==> src/wdr_pkg.sv <==
// constants, types and helpers for the watchdog reset unit
// Contract
// - a reset-mode time-out emits a reset pulse of exactly one clock
// - the delay timer starts on the falling edge of that pulse
// - the counter counts ticks of a 128kHz oscillator, not system clocks
// - reaching the selected time-out triggers the action of the active mode
// - a restart zeroes the counter; software restarts before time-out
// - interrupt mode raises an interrupt without reset, usable for wake-up
// - reset mode issues a system reset on expiry
// - combined mode interrupts first, then the next time-out resets
// - the always-on fuse forces reset enable 1 and interrupt enable 0
// - clearing reset enable or changing prescaler needs the timed sequence
// - within four clocks a write with change enable clear is accepted
// - time-out selectable from 16ms to 8s
// - after a watchdog reset the watchdog stays enabled
// - change enable clears itself four clocks after being set
// - reset enable reads set and cannot clear while the reset flag is set
// - time-out flag sets on interrupt time-out; cleared by vector or one
// - prescaler code selects 2048 to 1048576 cycles; codes above 9 reserved
`default_nettype none
package wdr_pkg;
  localparam int unsigned CLK_HZ = 250_000_000;
  localparam int unsigned OSC_HZ = 128_000;
  localparam int unsigned OSC_DIV = CLK_HZ / OSC_HZ;
  localparam int unsigned TOUT_MIN_MS = 16;
  localparam int unsigned TOUT_MAX_MS = 8000;
  localparam int unsigned CNT_W = 21;
  localparam logic [20:0] BASE_CYCLES = 21'h000800;
  localparam logic [3:0] PRESC_MAX = 4'h9;
  localparam logic [2:0] CE_HOLD = 3'h4;
  localparam int unsigned ADDR_W = 4;
  localparam logic [3:0] OFS_CTRL = 4'h0;
  localparam logic [3:0] OFS_CAUSE = 4'h4;
  localparam logic [3:0] OFS_RESTART = 4'h8;
  localparam logic [3:0] OFS_ACK = 4'hc;
  localparam int unsigned CAUSE_DOG_BIT = 3;
  localparam logic [1:0] RESP_OKAY = 2'h0;
  localparam logic [1:0] RESP_SLVERR = 2'h2;
  localparam logic [3:0] PRESC_RST = 4'h0;

  typedef enum logic [1:0] {
    WDR_STOPPED, WDR_INT, WDR_RST, WDR_INTRST
  } wdr_mode_e;

  typedef struct packed {
    logic timeout_flag;
    logic interrupt_enable_bit;
    logic prescaler_select_hi;
    logic change_enable_bit;
    logic reset_enable_bit;
    logic [2:0] prescaler_select_lo;
  } wdr_ctrl_s;

  function automatic logic [20:0] wdr_limit(input logic [3:0] sel);
    logic [3:0] s;
    s = (sel > PRESC_MAX) ? PRESC_MAX : sel;
    return (BASE_CYCLES << s) - 21'h000001;
  endfunction

  function automatic logic wdr_mapped(input logic [3:0] a);
    return (a == OFS_CTRL) || (a == OFS_CAUSE) ||
           (a == OFS_RESTART) || (a == OFS_ACK);
  endfunction
endpackage
`default_nettype wire

==> src/wdr_tick.sv <==
// oscillator-rate tick enable derived from the system clock
`timescale 1ns/10ps
`default_nettype none
module wdr_tick #(
  parameter int unsigned DIV = wdr_pkg::OSC_DIV
) (
  input wire logic clk_sys,
  input wire logic rst_n,
  output logic tick
);
  import wdr_pkg::*;
  logic [15:0] div_q;

  // one pulse per oscillator period
  always_ff @(posedge clk_sys or negedge rst_n) begin
    if (!rst_n) begin
      div_q <= 16'h0000;
      tick <= 1'b0;
    end else if (div_q == 16'(DIV - 1)) begin
      div_q <= 16'h0000;
      tick <= 1'b1;
    end else begin
      div_q <= div_q + 16'h0001;
      tick <= 1'b0;
    end
  end
endmodule // wdr_tick
`default_nettype wire

==> src/wdr_count.sv <==
// watchdog counter with selectable time-out
`timescale 1ns/10ps
`default_nettype none
module wdr_count (
  input wire logic clk_sys,
  input wire logic rst_n,
  input wire logic tick,
  input wire logic run,
  input wire logic restart,
  input wire logic [3:0] prescaler_select,
  output logic expire
);
  import wdr_pkg::*;
  logic [20:0] cnt_q;
  logic hit;

  assign hit = tick && run && !restart &&
               (cnt_q == wdr_limit(prescaler_select));

  always_ff @(posedge clk_sys or negedge rst_n) begin
    if (!rst_n) begin
      cnt_q <= 21'h000000;
    end else if (!run || restart || hit) begin
      cnt_q <= 21'h000000;
    end else if (tick) begin
      cnt_q <= cnt_q + 21'h000001;
    end
  end

  always_ff @(posedge clk_sys or negedge rst_n) begin
    if (!rst_n) begin
      expire <= 1'b0;
    end else begin
      expire <= hit;
    end
  end
endmodule // wdr_count
`default_nettype wire

==> src/wdr_top.sv <==
// watchdog reset unit with axi4-lite register access
`timescale 1ns/10ps
`default_nettype none
module wdr_top #(
  parameter int unsigned OSC_DIV = wdr_pkg::OSC_DIV
) (
  input wire logic clk_sys,
  input wire logic rst_n,
  input wire logic always_on_fuse,
  input wire logic [wdr_pkg::ADDR_W-1:0] s_axi_awaddr,
  input wire logic s_axi_awvalid,
  output logic s_axi_awready,
  input wire logic [31:0] s_axi_wdata,
  input wire logic [3:0] s_axi_wstrb,
  input wire logic s_axi_wvalid,
  output logic s_axi_wready,
  output logic [1:0] s_axi_bresp,
  output logic s_axi_bvalid,
  input wire logic s_axi_bready,
  input wire logic [wdr_pkg::ADDR_W-1:0] s_axi_araddr,
  input wire logic s_axi_arvalid,
  output logic s_axi_arready,
  output logic [31:0] s_axi_rdata,
  output logic [1:0] s_axi_rresp,
  output logic s_axi_rvalid,
  input wire logic s_axi_rready,
  output logic dog_irq,
  output logic dog_reset_pulse,
  output logic delay_start
);
  import wdr_pkg::*;

  logic [ADDR_W-1:0] awaddr_q;
  logic [7:0] wdata_q;
  logic wstrb0_q;
  logic aw_hold_q;
  logic w_hold_q;
  logic do_wr;
  logic wr_ctrl;
  logic wr_cause;
  logic wr_restart;
  logic wr_ack;
  wdr_ctrl_s wv;
  logic timeout_flag_q;
  logic ie_q;
  logic re_q;
  logic ce_q;
  logic [2:0] ce_cnt_q;
  logic [3:0] prescaler_select_q;
  logic dog_reset_flag_q;
  logic ce_open;
  logic re_eff;
  wdr_mode_e mode;
  logic tick;
  logic expire;
  logic ev_q;
  logic fire;
  logic set_flag;
  wdr_ctrl_s rd_ctrl;

  // write channels taken independently, write done once both held
  assign do_wr = aw_hold_q && w_hold_q && !s_axi_bvalid;
  assign wv = wdr_ctrl_s'(wdata_q);
  assign wr_ctrl = do_wr && wstrb0_q && (awaddr_q == OFS_CTRL);
  assign wr_cause = do_wr && wstrb0_q && (awaddr_q == OFS_CAUSE);
  assign wr_restart = do_wr && (awaddr_q == OFS_RESTART);
  assign wr_ack = do_wr && (awaddr_q == OFS_ACK);
  assign ce_open = wr_ctrl && wv.change_enable_bit && wv.reset_enable_bit;

  always_ff @(posedge clk_sys or negedge rst_n) begin
    if (!rst_n) begin
      aw_hold_q <= 1'b0;
      s_axi_awready <= 1'b1;
      awaddr_q <= '0;
    end else if (s_axi_awvalid && s_axi_awready) begin
      aw_hold_q <= 1'b1;
      s_axi_awready <= 1'b0;
      awaddr_q <= s_axi_awaddr;
    end else if (do_wr) begin
      aw_hold_q <= 1'b0;
      s_axi_awready <= 1'b1;
    end
  end

  always_ff @(posedge clk_sys or negedge rst_n) begin
    if (!rst_n) begin
      w_hold_q <= 1'b0;
      s_axi_wready <= 1'b1;
      wdata_q <= 8'h00;
      wstrb0_q <= 1'b0;
    end else if (s_axi_wvalid && s_axi_wready) begin
      w_hold_q <= 1'b1;
      s_axi_wready <= 1'b0;
      wdata_q <= s_axi_wdata[7:0];
      wstrb0_q <= s_axi_wstrb[0];
    end else if (do_wr) begin
      w_hold_q <= 1'b0;
      s_axi_wready <= 1'b1;
    end
  end

  always_ff @(posedge clk_sys or negedge rst_n) begin
    if (!rst_n) begin
      s_axi_bvalid <= 1'b0;
      s_axi_bresp <= RESP_OKAY;
    end else if (do_wr) begin
      s_axi_bvalid <= 1'b1;
      s_axi_bresp <= wdr_mapped(awaddr_q) ? RESP_OKAY : RESP_SLVERR;
    end else if (s_axi_bready) begin
      s_axi_bvalid <= 1'b0;
    end
  end

  // read side
  always_comb begin
    rd_ctrl.timeout_flag = timeout_flag_q;
    rd_ctrl.interrupt_enable_bit = ie_q;
    rd_ctrl.prescaler_select_hi = prescaler_select_q[3];
    rd_ctrl.change_enable_bit = ce_q;
    rd_ctrl.reset_enable_bit = re_eff;
    rd_ctrl.prescaler_select_lo = prescaler_select_q[2:0];
  end

  always_ff @(posedge clk_sys or negedge rst_n) begin
    if (!rst_n) begin
      s_axi_arready <= 1'b1;
      s_axi_rvalid <= 1'b0;
      s_axi_rdata <= 32'h00000000;
      s_axi_rresp <= RESP_OKAY;
    end else if (s_axi_arvalid && s_axi_arready) begin
      s_axi_arready <= 1'b0;
      s_axi_rvalid <= 1'b1;
      s_axi_rresp <= wdr_mapped(s_axi_araddr) ? RESP_OKAY : RESP_SLVERR;
      if (s_axi_araddr == OFS_CTRL) begin
        s_axi_rdata <= {24'h000000, rd_ctrl};
      end else if (s_axi_araddr == OFS_CAUSE) begin
        s_axi_rdata <= 32'(dog_reset_flag_q) << CAUSE_DOG_BIT;
      end else begin
        s_axi_rdata <= 32'h00000000;
      end
    end else if (s_axi_rvalid && s_axi_rready) begin
      s_axi_rvalid <= 1'b0;
      s_axi_arready <= 1'b1;
    end
  end

  // mode decode
  assign re_eff = re_q || dog_reset_flag_q;
  always_comb begin
    if (always_on_fuse) begin
      mode = WDR_RST;
    end else begin
      unique case ({re_eff, ie_q})
        2'b00: mode = WDR_STOPPED;
        2'b01: mode = WDR_INT;
        2'b10: mode = WDR_RST;
        2'b11: mode = WDR_INTRST;
      endcase
    end
  end

  // change enable window
  always_ff @(posedge clk_sys or negedge rst_n) begin
    if (!rst_n) begin
      ce_q <= 1'b0;
      ce_cnt_q <= 3'h0;
    end else if (ce_open) begin
      ce_q <= 1'b1;
      ce_cnt_q <= CE_HOLD;
    end else if (ce_q) begin
      ce_q <= (ce_cnt_q != 3'h1);
      ce_cnt_q <= ce_cnt_q - 3'h1;
    end
  end

  // reset enable
  always_ff @(posedge clk_sys or negedge rst_n) begin
    if (!rst_n) begin
      re_q <= 1'b0;
    end else if (always_on_fuse) begin
      re_q <= 1'b1;
    end else if (ce_open) begin
      re_q <= 1'b1;
    end else if (wr_ctrl && ce_q && !wv.change_enable_bit) begin
      re_q <= wv.reset_enable_bit || dog_reset_flag_q;
    end else if (wr_ctrl) begin
      re_q <= re_q || wv.reset_enable_bit || dog_reset_flag_q;
    end else begin
      re_q <= re_q || dog_reset_flag_q;
    end
  end

  // prescaler
  always_ff @(posedge clk_sys or negedge rst_n) begin
    if (!rst_n) begin
      prescaler_select_q <= PRESC_RST;
    end else if (wr_ctrl && ce_q && !wv.change_enable_bit) begin
      prescaler_select_q <= {wv.prescaler_select_hi,
                             wv.prescaler_select_lo};
    end
  end

  // interrupt enable
  always_ff @(posedge clk_sys or negedge rst_n) begin
    if (!rst_n) begin
      ie_q <= 1'b0;
    end else if (always_on_fuse) begin
      ie_q <= 1'b0;
    end else if (wr_ctrl) begin
      ie_q <= wv.interrupt_enable_bit;
    end else if (wr_ack && mode == WDR_INTRST) begin
      ie_q <= 1'b0;
    end
  end

  wdr_tick #(
    .DIV(OSC_DIV)
  ) u_tick (
    .clk_sys(clk_sys),
    .rst_n(rst_n),
    .tick(tick)
  );

  wdr_count u_count (
    .clk_sys(clk_sys),
    .rst_n(rst_n),
    .tick(tick),
    .run(mode != WDR_STOPPED),
    .restart(wr_restart || fire),
    .prescaler_select(prescaler_select_q),
    .expire(expire)
  );

  // time-out action
  always_ff @(posedge clk_sys or negedge rst_n) begin
    if (!rst_n) begin
      ev_q <= 1'b0;
    end else begin
      ev_q <= expire;
    end
  end

  assign fire = ev_q && (mode == WDR_RST ||
                (mode == WDR_INTRST && timeout_flag_q));
  assign set_flag = ev_q && (mode == WDR_INT ||
                    (mode == WDR_INTRST && !timeout_flag_q));

  always_ff @(posedge clk_sys or negedge rst_n) begin
    if (!rst_n) begin
      timeout_flag_q <= 1'b0;
    end else if (set_flag) begin
      timeout_flag_q <= 1'b1;
    end else if (wr_ack || (wr_ctrl && wv.timeout_flag)) begin
      timeout_flag_q <= 1'b0;
    end
  end

  always_ff @(posedge clk_sys or negedge rst_n) begin
    if (!rst_n) begin
      dog_reset_flag_q <= 1'b0;
    end else if (fire) begin
      dog_reset_flag_q <= 1'b1;
    end else if (wr_cause && !wdata_q[CAUSE_DOG_BIT]) begin
      dog_reset_flag_q <= 1'b0;
    end
  end

  always_ff @(posedge clk_sys or negedge rst_n) begin
    if (!rst_n) begin
      dog_reset_pulse <= 1'b0;
      delay_start <= 1'b0;
      dog_irq <= 1'b0;
    end else begin
      dog_reset_pulse <= fire;
      delay_start <= dog_reset_pulse && !fire;
      dog_irq <= timeout_flag_q && ie_q;
    end
  end
endmodule // wdr_top
`default_nettype wire

==> config.mk <==
export PLATFORM = sky130hd
export DESIGN_NAME = wdr_top
export DESIGN_NICKNAME = d
export VERILOG_FILES = /design/src/wdr_pkg.sv /design/src/wdr_tick.sv /design/src/wdr_count.sv /design/src/wdr_top.sv
export SDC_FILE = /design/constraint.sdc
export NUM_CORES = 1
export LEC_CHECK = 0
export BUFFER_PORTS_ARGS = -buffer_cell sky130_fd_sc_hd__buf_2
export CAP_MARGIN = 30
export CORE_MARGIN = 2
export CORE_UTILIZATION = 40
export CTS_BUF_LIST = sky130_fd_sc_hd__clkbuf_16
export DETAILED_ROUTE_END_ITERATION = 7
export PLACE_DENSITY_LB_ADDON = 0.2
export SLEW_MARGIN = 20
export SYNTH_ARGS = -nofsm -noshare
export SYNTH_HDL_FRONTEND = slang
export SYNTH_SLANG_ARGS = --single-unit
export TNS_END_PERCENT = 5
==> constraint.sdc <==
create_clock -name clk_sys -period 3.74 [get_ports clk_sys]
set_clock_uncertainty 0.05 [all_clocks]
set_input_delay 0.748 -clock clk_sys [delete_from_list [all_inputs] [get_ports clk_sys]]
set_output_delay 0.748 -clock clk_sys [all_outputs]
set_load 0.02 [all_outputs]
==> flow_metrics.py <==
metrics = {
    "synth": {
        "async_flop_share_pct": 100,
        "postSynthCellCount": 383,
        "netlist_area_mm2": 0.00414,
        "seq_area_frac_synth_pct": 51.5,
        "synth_edf_count": 0,
        "synthFlopType": "dfrtp_1",
        "ys_seq_elements": 85,
        "synth_cell_types": 49,
        "yosys_warnings": 0,
        "avgSynthCellArea_um2": 10.8,
    },
    "cells_and_area": {
        "drive_gt1_share_pct": 20.1,
        "final_nets": 490,
        "area_delta_synth_final_pct": 14.3,
        "n_antenna_cell": 0,
    },
    "global_route": {
        "track_usage_pct": 14.7,
        "grt_pass1_wl_mm": 13.1,
        "grt_start_max_net_pins": 48,
        "grt_antenna_before_repair": 0,
        "grt-ovfl-total": 0,
        "first_global_vias": 2732,
    },
    "clocking": {
        "cts.root.buffer_cell": "clkbuf_16",
        "tritoncts.num_buffers": 9,
        "hold_buffers": 0,
        "clkTransAtPathRegs_ns": 0.06,
        "tritoncts": "done",
        "cts_buffer_depth": 2,
        "clock_latency_ns": 0.33,
        "cts.sinks": 85,
        "cts_resized": 0,
        "ctsHtreeMaxLevel": 3,
        "postCtsSetupBuffers": 0,
    },
    "worst_hold_path": {
        "hold_depth": 0,
        "hold_start": "u_count.expire",
        "worstHoldPathType": "reg -> reg",
        "holdPathEnd": "ev_q",
    },
    "sta": {
        "worst_pin_slew_ns": 0.754,
        "layout_min_cycle_time_ns": 3.23,
        "max_freq_ghz": 0.310,
        "rsz0062_at_grt": "false",
        "min_period_over_period_pct": 86.3,
        "max-slew-margin-rel_pct": 49.3,
        "final_hold_viol_count": 0,
        "finalMaxSlewViolations": 0,
        "fin_tns_setup_ns": 0,
        "setup_viol": 0,
    },
    "job": {
        "cap_violations": 0,
    },
    "place": {
        "gp_congestion": 0.757,
        "dp_hpwl_mm": 5.60,
        "portBuffers": 42,
    },
    "floorplan": {
        "fp-row-count": 37,
        "dieArea_mm2": 0.0112,
        "die_y_um": 106,
        "io-pin-count": 96,
        "core_mm2": 0.0102,
        "initial_core_util_pct": 40.6,
        "die_x_um": 106,
    },
    "worst_setup_path": {
        "rr_startpoint": "prescaler_select_q[2]",
        "start_kind": "flip-flop",
        "rrSetupSlack_ns": 0.51,
        "cp.required_ns": 3.94,
        "cp_max_fo": 17,
        "reg2reg_to": "u_count.expire",
        "crit_arrival_ns": 3.43,
        "path_class": "reg -> reg",
        "worst_setup_path_end_kind": "flip-flop",
        "reg2regPathDepth": 8,
    },
    "pwr": {
        "sw_frac_of_total_pct": 26.1,
        "switchingPower_mw": 0.598,
        "p_seq_share_pct": 49.4,
        "clkPwrFrac_pct": 37.3,
        "peakVddDrop_mv": 0.257,
        "combinationalPowerShare_pct": 13.3,
        "p_int_mw": 1.70,
        "power_mw": 2.29,
        "power_leakage_nw": 2.24,
        "powerDensity_mw_per_mm2": 485,
    },
    "route": {
        "drc": 0,
        "wl_per_cell_um": 13.5,
        "drt_iter0_drc": 140,
        "wirelength_mm": 7.74,
        "dr.pass1.iters": 4,
        "vias_per_cell": 4.85,
        "vias": 2781,
        "ant_nets": 0,
    },
    "run_status": {
        "status": "complete, no violations",
    },
}
sequential cells by signal (all words and copies together) (netlist names), 3 cells and up:
name                count
awaddr_q                4
u_tick.div_q           16
prescaler_select_q      4
u_count.cnt_q          21
s_axi_rdata             8
wdata_q                 8
ce_cnt_q                3
critical path: stages, from the launching register on:
cell,delay (ns)
dfrtp_1,0.53
or4b_2,0.69
ha_1,0.30
or4b_1,0.54
a21oi_1,0.19
o21ai_1,0.12
a2111oi_4,0.29
buf_4,0.27
nor2b_1,0.16
power by group through the flow:
stage               Sequential, mW  Combinational [mW]  Clock, mW
CTS                           1.13               0.312      0.877
floorplan                     1.16               0.208          0
global placement              1.15               0.298          0
finish                        1.13               0.305      0.856
detailed placement            1.15               0.310          0
global route                  1.16               0.343      0.912
through the flow:
| stage | hold slack, ns | instance area, µm² | util [%] | setup slack [ns] | instances |
|---|---|---|---|---|---|
| 3_3_place_gp | 0.295 | 4410 | 43.3 | 0.571 | 556 |
| 6_report | 0.312 | 4730 | 46.4 | 0.512 | 573 |
| 5_1_grt | 0.315 | 4730 | 46.4 | 0.324 | 573 |
| 3_5_place_dp | 0.297 | 4440 | 43.6 | 0.528 | 557 |
| 2_1_floorplan | 0.281 | 4230 | - | 0.596 | 408 |
| 4_1_cts | 0.312 | 4730 | 46.4 | 0.497 | 573 |
metal layers:
| metal | routed length [µm] | vias to the layer above | track usage, % | part of all wire [%] |
|---|---|---|---|---|
| li1 | - | 1385 | - | - |
| met1 | 3750 | 1347 | 19.9 | 48 |
| met2 | 3660 | 41 | 23.2 | 47 |
| met3 | 210 | 8 | 2.60 | 2.7 |
| met4 | 120 | 0 | 6.58 | 1.6 |
| met5 | 0 | - | 0 | 0 |
cells in the mapped netlist (3+ instances only):
master    count  area, µm²
or3_1         3       18.8
nor2_1       26       97.6
nand3_1      13       65.1
a22o_1        7       61.3
nor3_1       23        115
xnor2_1      18        158
inv_1        14       52.6
dfstp_2       3       78.8
and2_1        4       25.0
nor2b_1       4       25.0
buf_4        26        195
o21ai_0       9       45.0
xor2_1       24        210
nand4_1      11       68.8
mux2_2       18        203
nand3b_1      3       22.5
nand2_1      27        101
dfrtp_1      82       2050
o21a_1        3       22.5
ha_1          6       75.1
nor4_1        3       18.8
a21oi_1       7       35.0
mux2i_1       4       40.0
clkbuf_1      5       18.8
and3_1        7       43.8
area by class of cell:
class | instances | area (µm²)
clock buffers | 9 | 225
clock inverters | 7 | 63.8
fillers | 1003 | 5460
inverters | 14 | 52.6
multi-input cells | 274 | 1810
flip-flops and latches | 85 | 2130
well taps | 136 | 170
repair buffers | 48 | 278
cell families (layout without fill, tap and decap cells):
family                     Yosys count  count (layout)  share of synthesized area, %
AOI/OAI and AO/OA                   40              40                          7.08
muxes                               22              22                          5.87
DFF                                 85              85                          51.5
xor gates and xnor gates            42              42                          8.89
other                                1              26                        0.0906
adders and majority gates            6               6                          1.81
buffers and inverters               49              78                          7.23
and+or+nand+nor                    138             138                          17.5
worst max path at each step:
| stage | start | to | slack (ns) | cells after the start |
|---|---|---|---|---|
| floorplan | prescaler_select_q[3] | u_count.cnt_q[11] | 0.60 | 9 |
| global placement | prescaler_select_q[2] | u_count.expire | 0.57 | 8 |
| detailed placement | prescaler_select_q[2] | u_count.expire | 0.53 | 8 |
| CTS | prescaler_select_q[2] | u_count.expire | 0.50 | 8 |
| global route | prescaler_select_q[2] | u_count.expire | 0.32 | 8 |
| finish | prescaler_select_q[2] | u_count.expire | 0.51 | 8 |
cells in the final DEF, fill, tap and decap left out, types with 4 or more instances in the layout:
cell type / count
inv_1: 17
ha_1: 6
conb_1: 26
nor3_1: 23
and3_1: 7
o21ai_0: 9
mux2_2: 18
a22o_1: 7
mux2i_1: 4
nand2_1: 27
nor2b_1: 4
nand4_1: 11
buf_2: 41
xor2_1: 24
buf_4: 6
nand3_1: 13
and2_1: 4
nor2_1: 26
dfrtp_1: 82
a21oi_1: 7
clkbuf_16: 9
xnor2_1: 18
Note: power is estimated with default switching activity, not from simulation.
